[config.mk]
export PLATFORM = sky130hd
export DESIGN_NAME = ppcr_top
export DESIGN_NICKNAME = d
export VERILOG_FILES = /design/src/ppcr_pin.v /design/src/ppcr_top.v
export VERILOG_INCLUDE_DIRS = /design/src
export SDC_FILE = /design/constraint.sdc
export NUM_CORES = 2
export LEC_CHECK = 0
export BUFFER_PORTS_ARGS = -buffer_cell sky130_fd_sc_hd__buf_2
export CORE_AREA = 2 2 534 536
export CTS_BUF_LIST = sky130_fd_sc_hd__clkbuf_2
export CTS_CLUSTER_SIZE = 25
export DETAILED_ROUTE_END_ITERATION = 8
export DIE_AREA = 0 0 536 538
export PLACE_DENSITY = 0.57
export SETUP_SLACK_MARGIN = 0.1
export SLEW_MARGIN = 40
export SYNTH_ARGS = -nofsm -noshare
export SYNTH_HDL_FRONTEND = slang
export SYNTH_HIERARCHICAL = 1
export SYNTH_SLANG_ARGS = --single-unit
[constraint.sdc]
create_clock -name mclk -period 2.4 [get_ports mclk]
set_input_delay 0.24 -clock mclk [delete_from_list [all_inputs] [get_ports mclk]]
set_output_delay 0.24 -clock mclk [all_outputs]
set_load 0.1 [all_outputs]
[src/ppcr_map.vh]
`ifndef PPCR_MAP_VH
`define PPCR_MAP_VH

// Register offsets (byte addresses on the 8-bit register port)
`define PPCR_OFS_MASK      8'h00
`define PPCR_OFS_VMAP_LO   8'h02
`define PPCR_OFS_VMAP_HI   8'h03
`define PPCR_OFS_ROUTE     8'h04
`define PPCR_OFS_VPORT     8'h10
`define PPCR_OFS_PINCFG    8'h80

// Reset values
`define PPCR_RST_MASK      8'h00
`define PPCR_RST_VMAP      8'h00
`define PPCR_RST_ROUTE     8'h00
`define PPCR_RST_PINCFG    8'h00

// Pin configuration fields
`define PPCR_CFG_INV       6
`define PPCR_CFG_OPC_HI    5
`define PPCR_CFG_OPC_LO    3
`define PPCR_CFG_ISC_HI    2
`define PPCR_CFG_ISC_LO    0

// Output and pull codes
`define PPCR_OPC_TOTEM     3'h0
`define PPCR_OPC_KEEPER    3'h1
`define PPCR_OPC_PDN       3'h2
`define PPCR_OPC_PUP       3'h3
`define PPCR_OPC_WOR       3'h4
`define PPCR_OPC_WAND      3'h5
`define PPCR_OPC_WOR_PDN   3'h6
`define PPCR_OPC_WAND_PUP  3'h7

// Input sense codes
`define PPCR_ISC_BOTH      3'h0
`define PPCR_ISC_RISE      3'h1
`define PPCR_ISC_FALL      3'h2
`define PPCR_ISC_LEVEL     3'h3
`define PPCR_ISC_BUF_OFF   3'h7

// Clock and event routing fields
`define PPCR_RT_PIN_ALT    7
`define PPCR_RT_RTC_EN     6
`define PPCR_RT_EVT_HI     5
`define PPCR_RT_EVT_LO     4
`define PPCR_RT_RATE_HI    3
`define PPCR_RT_RATE_LO    2
`define PPCR_RT_CLK_HI     1
`define PPCR_RT_CLK_LO     0

// Virtual port register selects
`define PPCR_VP_DIR        2'h0
`define PPCR_VP_OUT        2'h1
`define PPCR_VP_IN         2'h2
`define PPCR_VP_FLAGS      2'h3

// Port and pin numbers
`define PPCR_NUM_PORTS     16
`define PPCR_NUM_PINS      128
`define PPCR_BUF_DIS_PORTS 6
`define PPCR_PORT_C        4'h2
`define PPCR_PIN_DEFAULT   3'h7
`define PPCR_PIN_ALT       3'h4
`define PPCR_PIN_RTC       3'h6

`endif

[src/ppcr_pin.v]
`timescale 1ns/100ps
`default_nettype none
`include "ppcr_map.vh"

module ppcr_pin #(
	parameter HAS_BUF_DIS = 1
) (
	// Clock and reset
	input  wire       mclk,
	input  wire       reset_n,
	// Configuration and port state
	input  wire [7:0] cfg,
	input  wire       dir,
	input  wire       out_val,
	input  wire       alt_en,
	input  wire       alt_val,
	// Pad side
	input  wire       pin_in,
	output reg        pad_out,
	output reg        pad_oe,
	output reg        pull_up,
	output reg        pull_down,
	output reg        keeper,
	// Toward the port core
	output reg        in_val,
	output reg        sense_evt
);

	wire       inv     = cfg[`PPCR_CFG_INV];
	wire [2:0] output_pull_cfg     = cfg[`PPCR_CFG_OPC_HI:`PPCR_CFG_OPC_LO];
	wire [2:0] input_sense_cfg     = cfg[`PPCR_CFG_ISC_HI:`PPCR_CFG_ISC_LO];
	// Ports without the buffer-disable option keep sampling on code 7
	wire       buf_off = (HAS_BUF_DIS != 0) && (input_sense_cfg == `PPCR_ISC_BUF_OFF);
	wire       sample  = buf_off ? 1'b0 : (pin_in ^ inv);
	wire       data    = (alt_en ? alt_val : out_val) ^ inv;

	reg        prev_reg;
	reg        drive;
	reg        evt;

	always @* begin
		drive = dir;
		case (output_pull_cfg)
		`PPCR_OPC_WOR, `PPCR_OPC_WOR_PDN:   drive = dir & data;
		`PPCR_OPC_WAND, `PPCR_OPC_WAND_PUP: drive = dir & ~data;
		default:                            drive = dir;
		endcase
	end

	always @* begin
		evt = 1'b0;
		case (input_sense_cfg)
		`PPCR_ISC_BOTH:  evt = sample ^ prev_reg;
		`PPCR_ISC_RISE:  evt = sample & ~prev_reg;
		`PPCR_ISC_FALL:  evt = ~sample & prev_reg;
		`PPCR_ISC_LEVEL: evt = sample;
		default:         evt = 1'b0;
		endcase
		if (buf_off) begin
			evt = 1'b0;
		end
	end

	always @(posedge mclk or negedge reset_n) begin
		if (!reset_n) begin
			prev_reg  <= 1'b0;
			pad_out   <= 1'b0;
			pad_oe    <= 1'b0;
			pull_up   <= 1'b0;
			pull_down <= 1'b0;
			keeper    <= 1'b0;
			in_val    <= 1'b0;
			sense_evt <= 1'b0;
		end else begin
			prev_reg  <= sample;
			pad_out   <= data;
			pad_oe    <= drive;
			pull_up   <= (output_pull_cfg == `PPCR_OPC_PUP) || (output_pull_cfg == `PPCR_OPC_WAND_PUP);
			pull_down <= (output_pull_cfg == `PPCR_OPC_PDN) || (output_pull_cfg == `PPCR_OPC_WOR_PDN);
			keeper    <= (output_pull_cfg == `PPCR_OPC_KEEPER);
			in_val    <= sample;
			sense_evt <= evt;
		end
	end

endmodule // ppcr_pin

`default_nettype wire

[src/ppcr_top.v]
`timescale 1ns/100ps
`default_nettype none
`include "ppcr_map.vh"

//////////////////////////////////////////////////////////////////////////////
module ppcr_top (
	// Clock and reset
	input  wire         mclk,
	input  wire         reset_n,
	// Register port
	input  wire [7:0]   reg_addr,
	input  wire [7:0]   reg_wdata,
	input  wire         reg_wr,
	input  wire         reg_rd,
	output reg  [7:0]   reg_rdata,
	// Real port registers, seen through virtual ports
	input  wire [127:0] port_dir,
	input  wire [127:0] port_out,
	input  wire [31:0]  port_irq_flag_bits,
	output reg          vport_wr,
	output reg  [3:0]   vport_wr_port,
	output reg  [1:0]   vport_wr_sel,
	output reg  [7:0]   vport_wr_data,
	// Clock and event sources
	input  wire         clk_per_lvl,
	input  wire         clk_per2_lvl,
	input  wire         clk_per4_lvl,
	input  wire         evt_ch0,
	input  wire         rtc_clk_lvl,
	// Pads
	input  wire [127:0] pin_in,
	output wire [127:0] pad_out,
	output wire [127:0] pad_oe,
	output wire [127:0] pad_pull_up,
	output wire [127:0] pad_pull_down,
	output wire [127:0] pad_keeper,
	// Toward port cores
	output wire [127:0] pin_in_val,
	output wire [127:0] pin_sense_evt
);

	//////////////////////////////////////////////////////////////////////////
	// Helpers

	// Two-bit routing code to port number; code 0 is never compared
	function [3:0] route_port;
		input [1:0] code;
		begin
			case (code)
			2'h1:    route_port = 4'h2;
			2'h2:    route_port = 4'h3;
			2'h3:    route_port = 4'h4;
			default: route_port = 4'h0;
			endcase
		end
	endfunction

	// Virtual select nibble from the two mapping registers
	function [3:0] vp_select;
		input [1:0] vp;
		input [7:0] lo;
		input [7:0] hi;
		begin
			case (vp)
			2'h0:    vp_select = lo[3:0];
			2'h1:    vp_select = lo[7:4];
			2'h2:    vp_select = hi[3:0];
			default: vp_select = hi[7:4];
			endcase
		end
	endfunction

	// Write strobe for one fixed register offset
	function wr_to;
		input       wr;
		input [7:0] addr;
		input [7:0] ofs;
		begin
			wr_to = wr && (addr == ofs);
		end
	endfunction

	// Pins of the addressed port that one configuration write lands on
	function [7:0] cfg_targets;
		input [7:0] mask;
		input [2:0] pin;
		begin
			if (mask != 8'h00) begin
				cfg_targets = mask;
			end else begin
				cfg_targets = 8'h01 << pin;
			end
		end
	endfunction

	// One byte of a real port register seen through a virtual window
	function [7:0] port_byte;
		input [127:0] bits;
		input [3:0]   port;
		begin
			port_byte = bits[{port, 3'h0} +: 8];
		end
	endfunction

	// Clock or event lands on this pin when its code is on and port and pin match
	function route_hit;
		input [1:0] code;
		input [3:0] port;
		input [2:0] pin;
		input [2:0] sel_pin;
		begin
			route_hit = (code != 2'h0) && (port == route_port(code)) && (pin == sel_pin);
		end
	endfunction

	//////////////////////////////////////////////////////////////////////////
	// Registers

	reg  [7:0] mask_reg;
	reg  [7:0] mask_next;
	reg  [7:0] vmap_lo_reg;
	reg  [7:0] vmap_hi_reg;
	reg  [7:0] route_reg;
	reg  [7:0] pin_cfg_reg [0:127];
	reg  [7:0] rdata_next;

	wire       hit_pincfg = reg_addr[7];
	wire       hit_vport  = (reg_addr[7:4] == 4'h1);
	wire [3:0] cfg_port   = reg_addr[6:3];
	wire [2:0] cfg_pin    = reg_addr[2:0];
	wire [1:0] vp_num     = reg_addr[3:2];
	wire [1:0] vp_sel     = reg_addr[1:0];
	// The nibble is the physical port index directly
	wire [3:0] vp_port    = vp_select(vp_num, vmap_lo_reg, vmap_hi_reg);
	wire       cfg_wr     = reg_wr && hit_pincfg;
	integer    k;

	//////////////////////////////////////////////////////////////////////////
	// Write decode

	wire       wr_mask    = wr_to(reg_wr, reg_addr, `PPCR_OFS_MASK);
	wire       wr_vmap_lo = wr_to(reg_wr, reg_addr, `PPCR_OFS_VMAP_LO);
	wire       wr_vmap_hi = wr_to(reg_wr, reg_addr, `PPCR_OFS_VMAP_HI);
	wire       wr_route   = wr_to(reg_wr, reg_addr, `PPCR_OFS_ROUTE);
	// Writes to the read-only input window are dropped whole
	wire       vp_wr_ok   = reg_wr && hit_vport && (vp_sel != `PPCR_VP_IN);
	wire [7:0] cfg_hit    = cfg_targets(mask_reg, cfg_pin);

	//////////////////////////////////////////////////////////////////////////
	// Register state

	always @* begin
		mask_next = mask_reg;
		if (wr_mask) begin
			mask_next = reg_wdata;
		end
		// Clear comes last so a stale mask never widens a later single-pin write
		if (cfg_wr) begin
			mask_next = `PPCR_RST_MASK;
		end
	end

	always @(posedge mclk or negedge reset_n) begin
		if (!reset_n) begin
			mask_reg    <= `PPCR_RST_MASK;
			vmap_lo_reg <= `PPCR_RST_VMAP;
			vmap_hi_reg <= `PPCR_RST_VMAP;
			route_reg   <= `PPCR_RST_ROUTE;
		end else begin
			mask_reg <= mask_next;
			if (wr_vmap_lo) begin
				vmap_lo_reg <= reg_wdata;
			end
			if (wr_vmap_hi) begin
				vmap_hi_reg <= reg_wdata;
			end
			if (wr_route) begin
				route_reg <= reg_wdata;
			end
		end
	end

	// Bit 7 is stored as written; software is expected to keep it zero
	always @(posedge mclk or negedge reset_n) begin
		if (!reset_n) begin
			for (k = 0; k < `PPCR_NUM_PINS; k = k + 1) begin
				pin_cfg_reg[k] <= `PPCR_RST_PINCFG;
			end
		end else if (cfg_wr) begin
			for (k = 0; k < 8; k = k + 1) begin
				if (cfg_hit[k]) begin
					pin_cfg_reg[{cfg_port, k[2:0]}] <= reg_wdata;
				end
			end
		end
	end

	//////////////////////////////////////////////////////////////////////////
	// Virtual port write forwarding

	// Registered so the real port sees a clean one-cycle strobe
	// Port, select and data hold between strobes
	always @(posedge mclk or negedge reset_n) begin
		if (!reset_n) begin
			vport_wr      <= 1'b0;
			vport_wr_port <= 4'h0;
			vport_wr_sel  <= 2'h0;
			vport_wr_data <= 8'h00;
		end else begin
			vport_wr <= vp_wr_ok;
			if (vp_wr_ok) begin
				vport_wr_port <= vp_port;
				vport_wr_sel  <= vp_sel;
				vport_wr_data <= reg_wdata;
			end
		end
	end

	//////////////////////////////////////////////////////////////////////////
	// Read path

	always @* begin
		rdata_next = 8'h00;
		if (hit_pincfg) begin
			rdata_next = pin_cfg_reg[{cfg_port, cfg_pin}];
		end else if (hit_vport) begin
			case (vp_sel)
			`PPCR_VP_DIR:  rdata_next = port_byte(port_dir, vp_port);
			`PPCR_VP_OUT:  rdata_next = port_byte(port_out, vp_port);
			`PPCR_VP_IN:   rdata_next = port_byte(pin_in_val, vp_port);
			// Flag window: two live bits, the reserved bits read zero
			default:       rdata_next = {6'h00, port_irq_flag_bits[{vp_port, 1'b0} +: 2]};
			endcase
		end else begin
			case (reg_addr)
			`PPCR_OFS_MASK:    rdata_next = mask_reg;
			`PPCR_OFS_VMAP_LO: rdata_next = vmap_lo_reg;
			`PPCR_OFS_VMAP_HI: rdata_next = vmap_hi_reg;
			`PPCR_OFS_ROUTE:   rdata_next = route_reg;
			default:           rdata_next = 8'h00;
			endcase
		end
	end

	// Zero outside the answer cycle, so a late sample cannot pass stale data
	always @(posedge mclk or negedge reset_n) begin
		if (!reset_n) begin
			reg_rdata <= 8'h00;
		end else begin
			reg_rdata <= reg_rd ? rdata_next : 8'h00;
		end
	end

	//////////////////////////////////////////////////////////////////////////
	// Clock, event and RTC routing

	wire [1:0] clk_code  = route_reg[`PPCR_RT_CLK_HI:`PPCR_RT_CLK_LO];
	wire [1:0] evt_code  = route_reg[`PPCR_RT_EVT_HI:`PPCR_RT_EVT_LO];
	wire [1:0] rate_code = route_reg[`PPCR_RT_RATE_HI:`PPCR_RT_RATE_LO];
	wire [2:0] route_pin = route_reg[`PPCR_RT_PIN_ALT] ? `PPCR_PIN_ALT
	                                                   : `PPCR_PIN_DEFAULT;
	reg        clk_src;

	// Reserved rate code outputs a steady low rather than a stale clock
	always @* begin
		case (rate_code)
		2'h0:    clk_src = clk_per_lvl;
		2'h1:    clk_src = clk_per2_lvl;
		2'h2:    clk_src = clk_per4_lvl;
		default: clk_src = 1'b0;
		endcase
	end

	//////////////////////////////////////////////////////////////////////////
	// Pins

	genvar g;
	generate
		for (g = 0; g < `PPCR_NUM_PINS; g = g + 1) begin : g_pin
			// Port and pin number split from the flat pin index
			localparam [31:0] GIDX = g;
			wire [3:0] pport   = GIDX[6:3];
			wire [2:0] ppin    = GIDX[2:0];
			wire       clk_hit = route_hit(clk_code, pport, ppin, route_pin);
			wire       evt_hit = route_hit(evt_code, pport, ppin, route_pin);
			// RTC output has a fixed pin and needs no port code
			wire       rtc_hit = route_reg[`PPCR_RT_RTC_EN] && (pport == `PPCR_PORT_C)
			                     && (ppin == `PPCR_PIN_RTC);
			wire       alt_on  = clk_hit | evt_hit | rtc_hit;
			// Clock beats event on a shared pin
			wire       alt_v   = clk_hit ? clk_src
			                     : (evt_hit ? evt_ch0 : rtc_clk_lvl);

			// Alternate data only replaces output value; direction still gates it
			ppcr_pin #(
				.HAS_BUF_DIS (g < `PPCR_BUF_DIS_PORTS * 8)
			) u_pin (
				.mclk      (mclk),
				.reset_n   (reset_n),
				.cfg       (pin_cfg_reg[g]),
				.dir       (port_dir[g]),
				.out_val   (port_out[g]),
				.alt_en    (alt_on),
				.alt_val   (alt_v),
				.pin_in    (pin_in[g]),
				.pad_out   (pad_out[g]),
				.pad_oe    (pad_oe[g]),
				.pull_up   (pad_pull_up[g]),
				.pull_down (pad_pull_down[g]),
				.keeper    (pad_keeper[g]),
				.in_val    (pin_in_val[g]),
				.sense_evt (pin_sense_evt[g])
			);
		end
	endgenerate

endmodule // ppcr_top

`default_nettype wire

==> impl_results.md <==
* CP bufs+invs at 1
* Hold path endpoint: reg_rdata[5]
* Ys Warns at 6
* Vias per cell at 5.399
* Synth Flop Type: dfrtp_1
* Worst EP required at 2.16 ns
* Relative slew slack at 0.3670
* Post-synthesis instance total at 7,049
* Total gr overflow at 0
* Area growth syn-to-layout at 62.47%
* Die H at 538 microns
* Least-Margin Pin Slew at ~0.95 ns
* H-tree depth at 6
* Final nets at between 10,000 and 15,000
* Setup TNS at -555.93 ns
* DRC Markers at 0
* Worst vdd ir at 791.6 uV
* GRT Overall Usage at 0.3577
* Wire length on met3 at 42.74 mm
* Site row count at 196
* I/O Pins at 1,360
* Core area at approximately 280,000 sq um
* Final Instance Count excl. Fillers at 15,941
* CTS Buffer Depth at 4
* Total CTS buffers at 548
* Commonest cells after routing, fill and taps aside: dfrtp_1, dlygate4sd3_1, buf_4
* Post-Syn Area at 94,850 sq um
* Max FFs per register at 1,024
* Vias in the first global route at 90,130
* Final Skew at approximately 0.24 ns
* Placed instance count at 13,252
* Status: finished, violations left
* Worst setup SP type: register
* CP max FO at 1
* Full die area at 288,400 sq um
* Starting DRT DRC Count at 7,713
* Max Slew Vio Count at 0
* Placer Congestion at around 0.97
* LEAKAGE at 71.84 nW
* CP Capture Type: primary output
* WL met2 at 245.4 mm
* Critical path's largest stage delay at 0.44 ns
* Power per cell area at 709.8 nW/um^2
* FF-to-FF End: reg_rdata[1]
* Commonest non-fill, non-tap cell in the layout: dfrtp_1
* Detailed placement HPWL at 393.8 mm
* Chip Width at 536 microns
* Top Metal Used: met5
* Failing checks: negative setup slack
* Critical path arrival at ~2.9 ns
* DR pass1 iterations at 7
* Post-synthesis sequential area ratio at 0.5210
* Hold Startpoint: reg_addr[4]
* Maximum clock frequency at between 0.3 and 0.4 GHz
* Post-Place Setup Slack at -1.247 ns
* Min Tclk post-route at 3.147 ns
* Worst path slowest cell: dfrtp_1
* Final hold vios at 0
* Reg2reg start: vmap_hi_reg[1]
* # port buffers at 1,359
* WL final at roughly 530 mm
* Largest net degree at the start of global routing at 80
* First-pass GRT wire length at 722.1 mm
* CTS tree: yes
* Root Driver: clkbuf_2
* Layout cells sized above 1 at 0.4680
* # clock sinks at 1,975
* RSZ-0062 raised after global routing: true
* Via count at 86,060
* M1 WL at roughly 210 mm
* Post-synth ARST share at 1.000
* Number of synthesized register bits at 1,975
* Number of synthesized flops with an enable pin at 0
* Synth unique cells at 73
* Initial Utilization at 0.3349
* Worst setup margin at -0.7466 ns
* Crit Path Class: reg2out
* Wire per inst at ~33 microns
* Post-route ant nets at 0
* Worst Hold Class: in2reg
* R2r setup slk at -0.63 ns
* Post-synthesis average cell area at 13.46 sq um
* MaxCap Viol Count at 0
* R2R depth at 9
* Clk Latency, worst-skew pair at 2.26 ns
* Worst path cell trace: buf_12
* Initial antenna violation count at about 130
* Hold Crit Depth at 9
* Clock transition at path regs at 0.13 ns
* Filler cells at 23,062
* Critical path's top delay family: flip-flops
* Final instance area at 154,100 sq um
* Final Setup Violations at 1,275
* Period utilisation layout at 1.311
* Worst Setup SP: g_pin[34].u_pin/pad_out
* Cell Area, Placed at 118,100 sq um
-- final cells by class --
type                    count  area (sq um)  area share
clock inverters           195          1165    0.007559
clock buffers             753          3769     0.02445
multi-input cells        4608         45630      0.2961
well taps                3762          4707     0.03054
diodes                     71         177.7    0.001153
repair buffers           4301         47960      0.3112
flip-flops and latches   1975         49660      0.3222
inverters                 276          1044    0.006771
-- where the power goes --
group	leakage (nW)	switching, mW	internal, mW
clock network	3.65	16.5	9.40
registers	26.0	3.66	36.6
logic	42.2	26.6	16.6
-- cell families after synthesis --
| group | after synthesis | synth area share |
|---|---|---|
| muxes | 1718 | 0.2333 |
| and+or+nand+nor | 1205 | 0.06409 |
| DFF | 1975 | 0.5210 |
| AOI/OAI and AO/OA | 785 | 0.06895 |
| buffers and inverters | 576 | 0.02564 |
| xor gates and xnor gates | 592 | 0.06099 |
| other | 1 | 0.00003953 |
| adders and majority gates | 197 | 0.02599 |
-- synth_stat cells (all sizes together) (9+ instances only) --
| master | instances | share of area |
|---|---|---|
| dfrtp | 1975 | 0.52 |
| mux2 | 1091 | 0.13 |
| xnor2 | 384 | 0.035 |
| nand2 | 367 | 0.015 |
| mux2i | 343 | 0.036 |
| mux4 | 284 | 0.067 |
| inv | 275 | 0.011 |
| nor2 | 244 | 0.0097 |
| xor2 | 208 | 0.026 |
| clkbuf | 200 | 0.0079 |
| ha | 197 | 0.026 |
| a211oi | 186 | 0.019 |
| nor2b | 153 | 0.010 |
| and2 | 136 | 0.0090 |
| nor3b | 130 | 0.010 |
| a21boi | 128 | 0.010 |
| buf | 100 | 0.0068 |
| nand3 | 96 | 0.0051 |
| o221a | 80 | 0.0095 |
| a221oi | 63 | 0.0059 |
| a21oi | 58 | 0.0031 |
| o21ai | 48 | 0.0025 |
| a22oi | 45 | 0.0036 |
| a31oi | 26 | 0.0017 |
| nor3 | 26 | 0.0014 |
| a221o | 22 | 0.0023 |
| o22ai | 18 | 0.0012 |
| a2111oi | 14 | 0.0014 |
| a22o | 14 | 0.0013 |
| o221ai | 14 | 0.0013 |
| and3 | 13 | 0.00086 |
| o211ai | 12 | 0.00095 |
| nand2b | 9 | 0.00059 |
-- timing repair --
item                                    4_1_cts  5_1_grt
cloned                                        0        2
pin swaps                                    71       14
setup buffers                               179       16
hold buffers                               1472        4
endpoints found under the setup margin     1935     1940
hold endpoints to repair                   3566      156
gates resized for setup                    3769      224
-- routing by layer --
layer	up-vias	global-route usage
met2	4932	0.5693
met3	1458	0.08447
met5	-	0
met4	62	0.2104
li1	34980	-
met1	44628	0.4437
-- worst max-delay path by stage --
stage                   endpoint  depth (start not counted)
finish               pad_out[34]                          1
global route         pad_out[34]                          1
CTS                 reg_rdata[4]                          1
detailed placement  reg_rdata[3]                         12
global placement    reg_rdata[3]                         11
floorplan           reg_rdata[0]                         14
-- metrics by stage --
step	util	hold WS, ns	power, mW
2_1_floorplan	-	-0.05559	60.87
3_3_place_gp	0.4168	0.2242	72.98
5_1_grt	0.5438	0.07871	112.9
4_1_cts	0.5390	0.002498	108.0
3_5_place_dp	0.4169	0.2164	73.37
6_report	0.5441	0.1297	109.4
No activity file was read; power rests on OpenSTA's default activity.
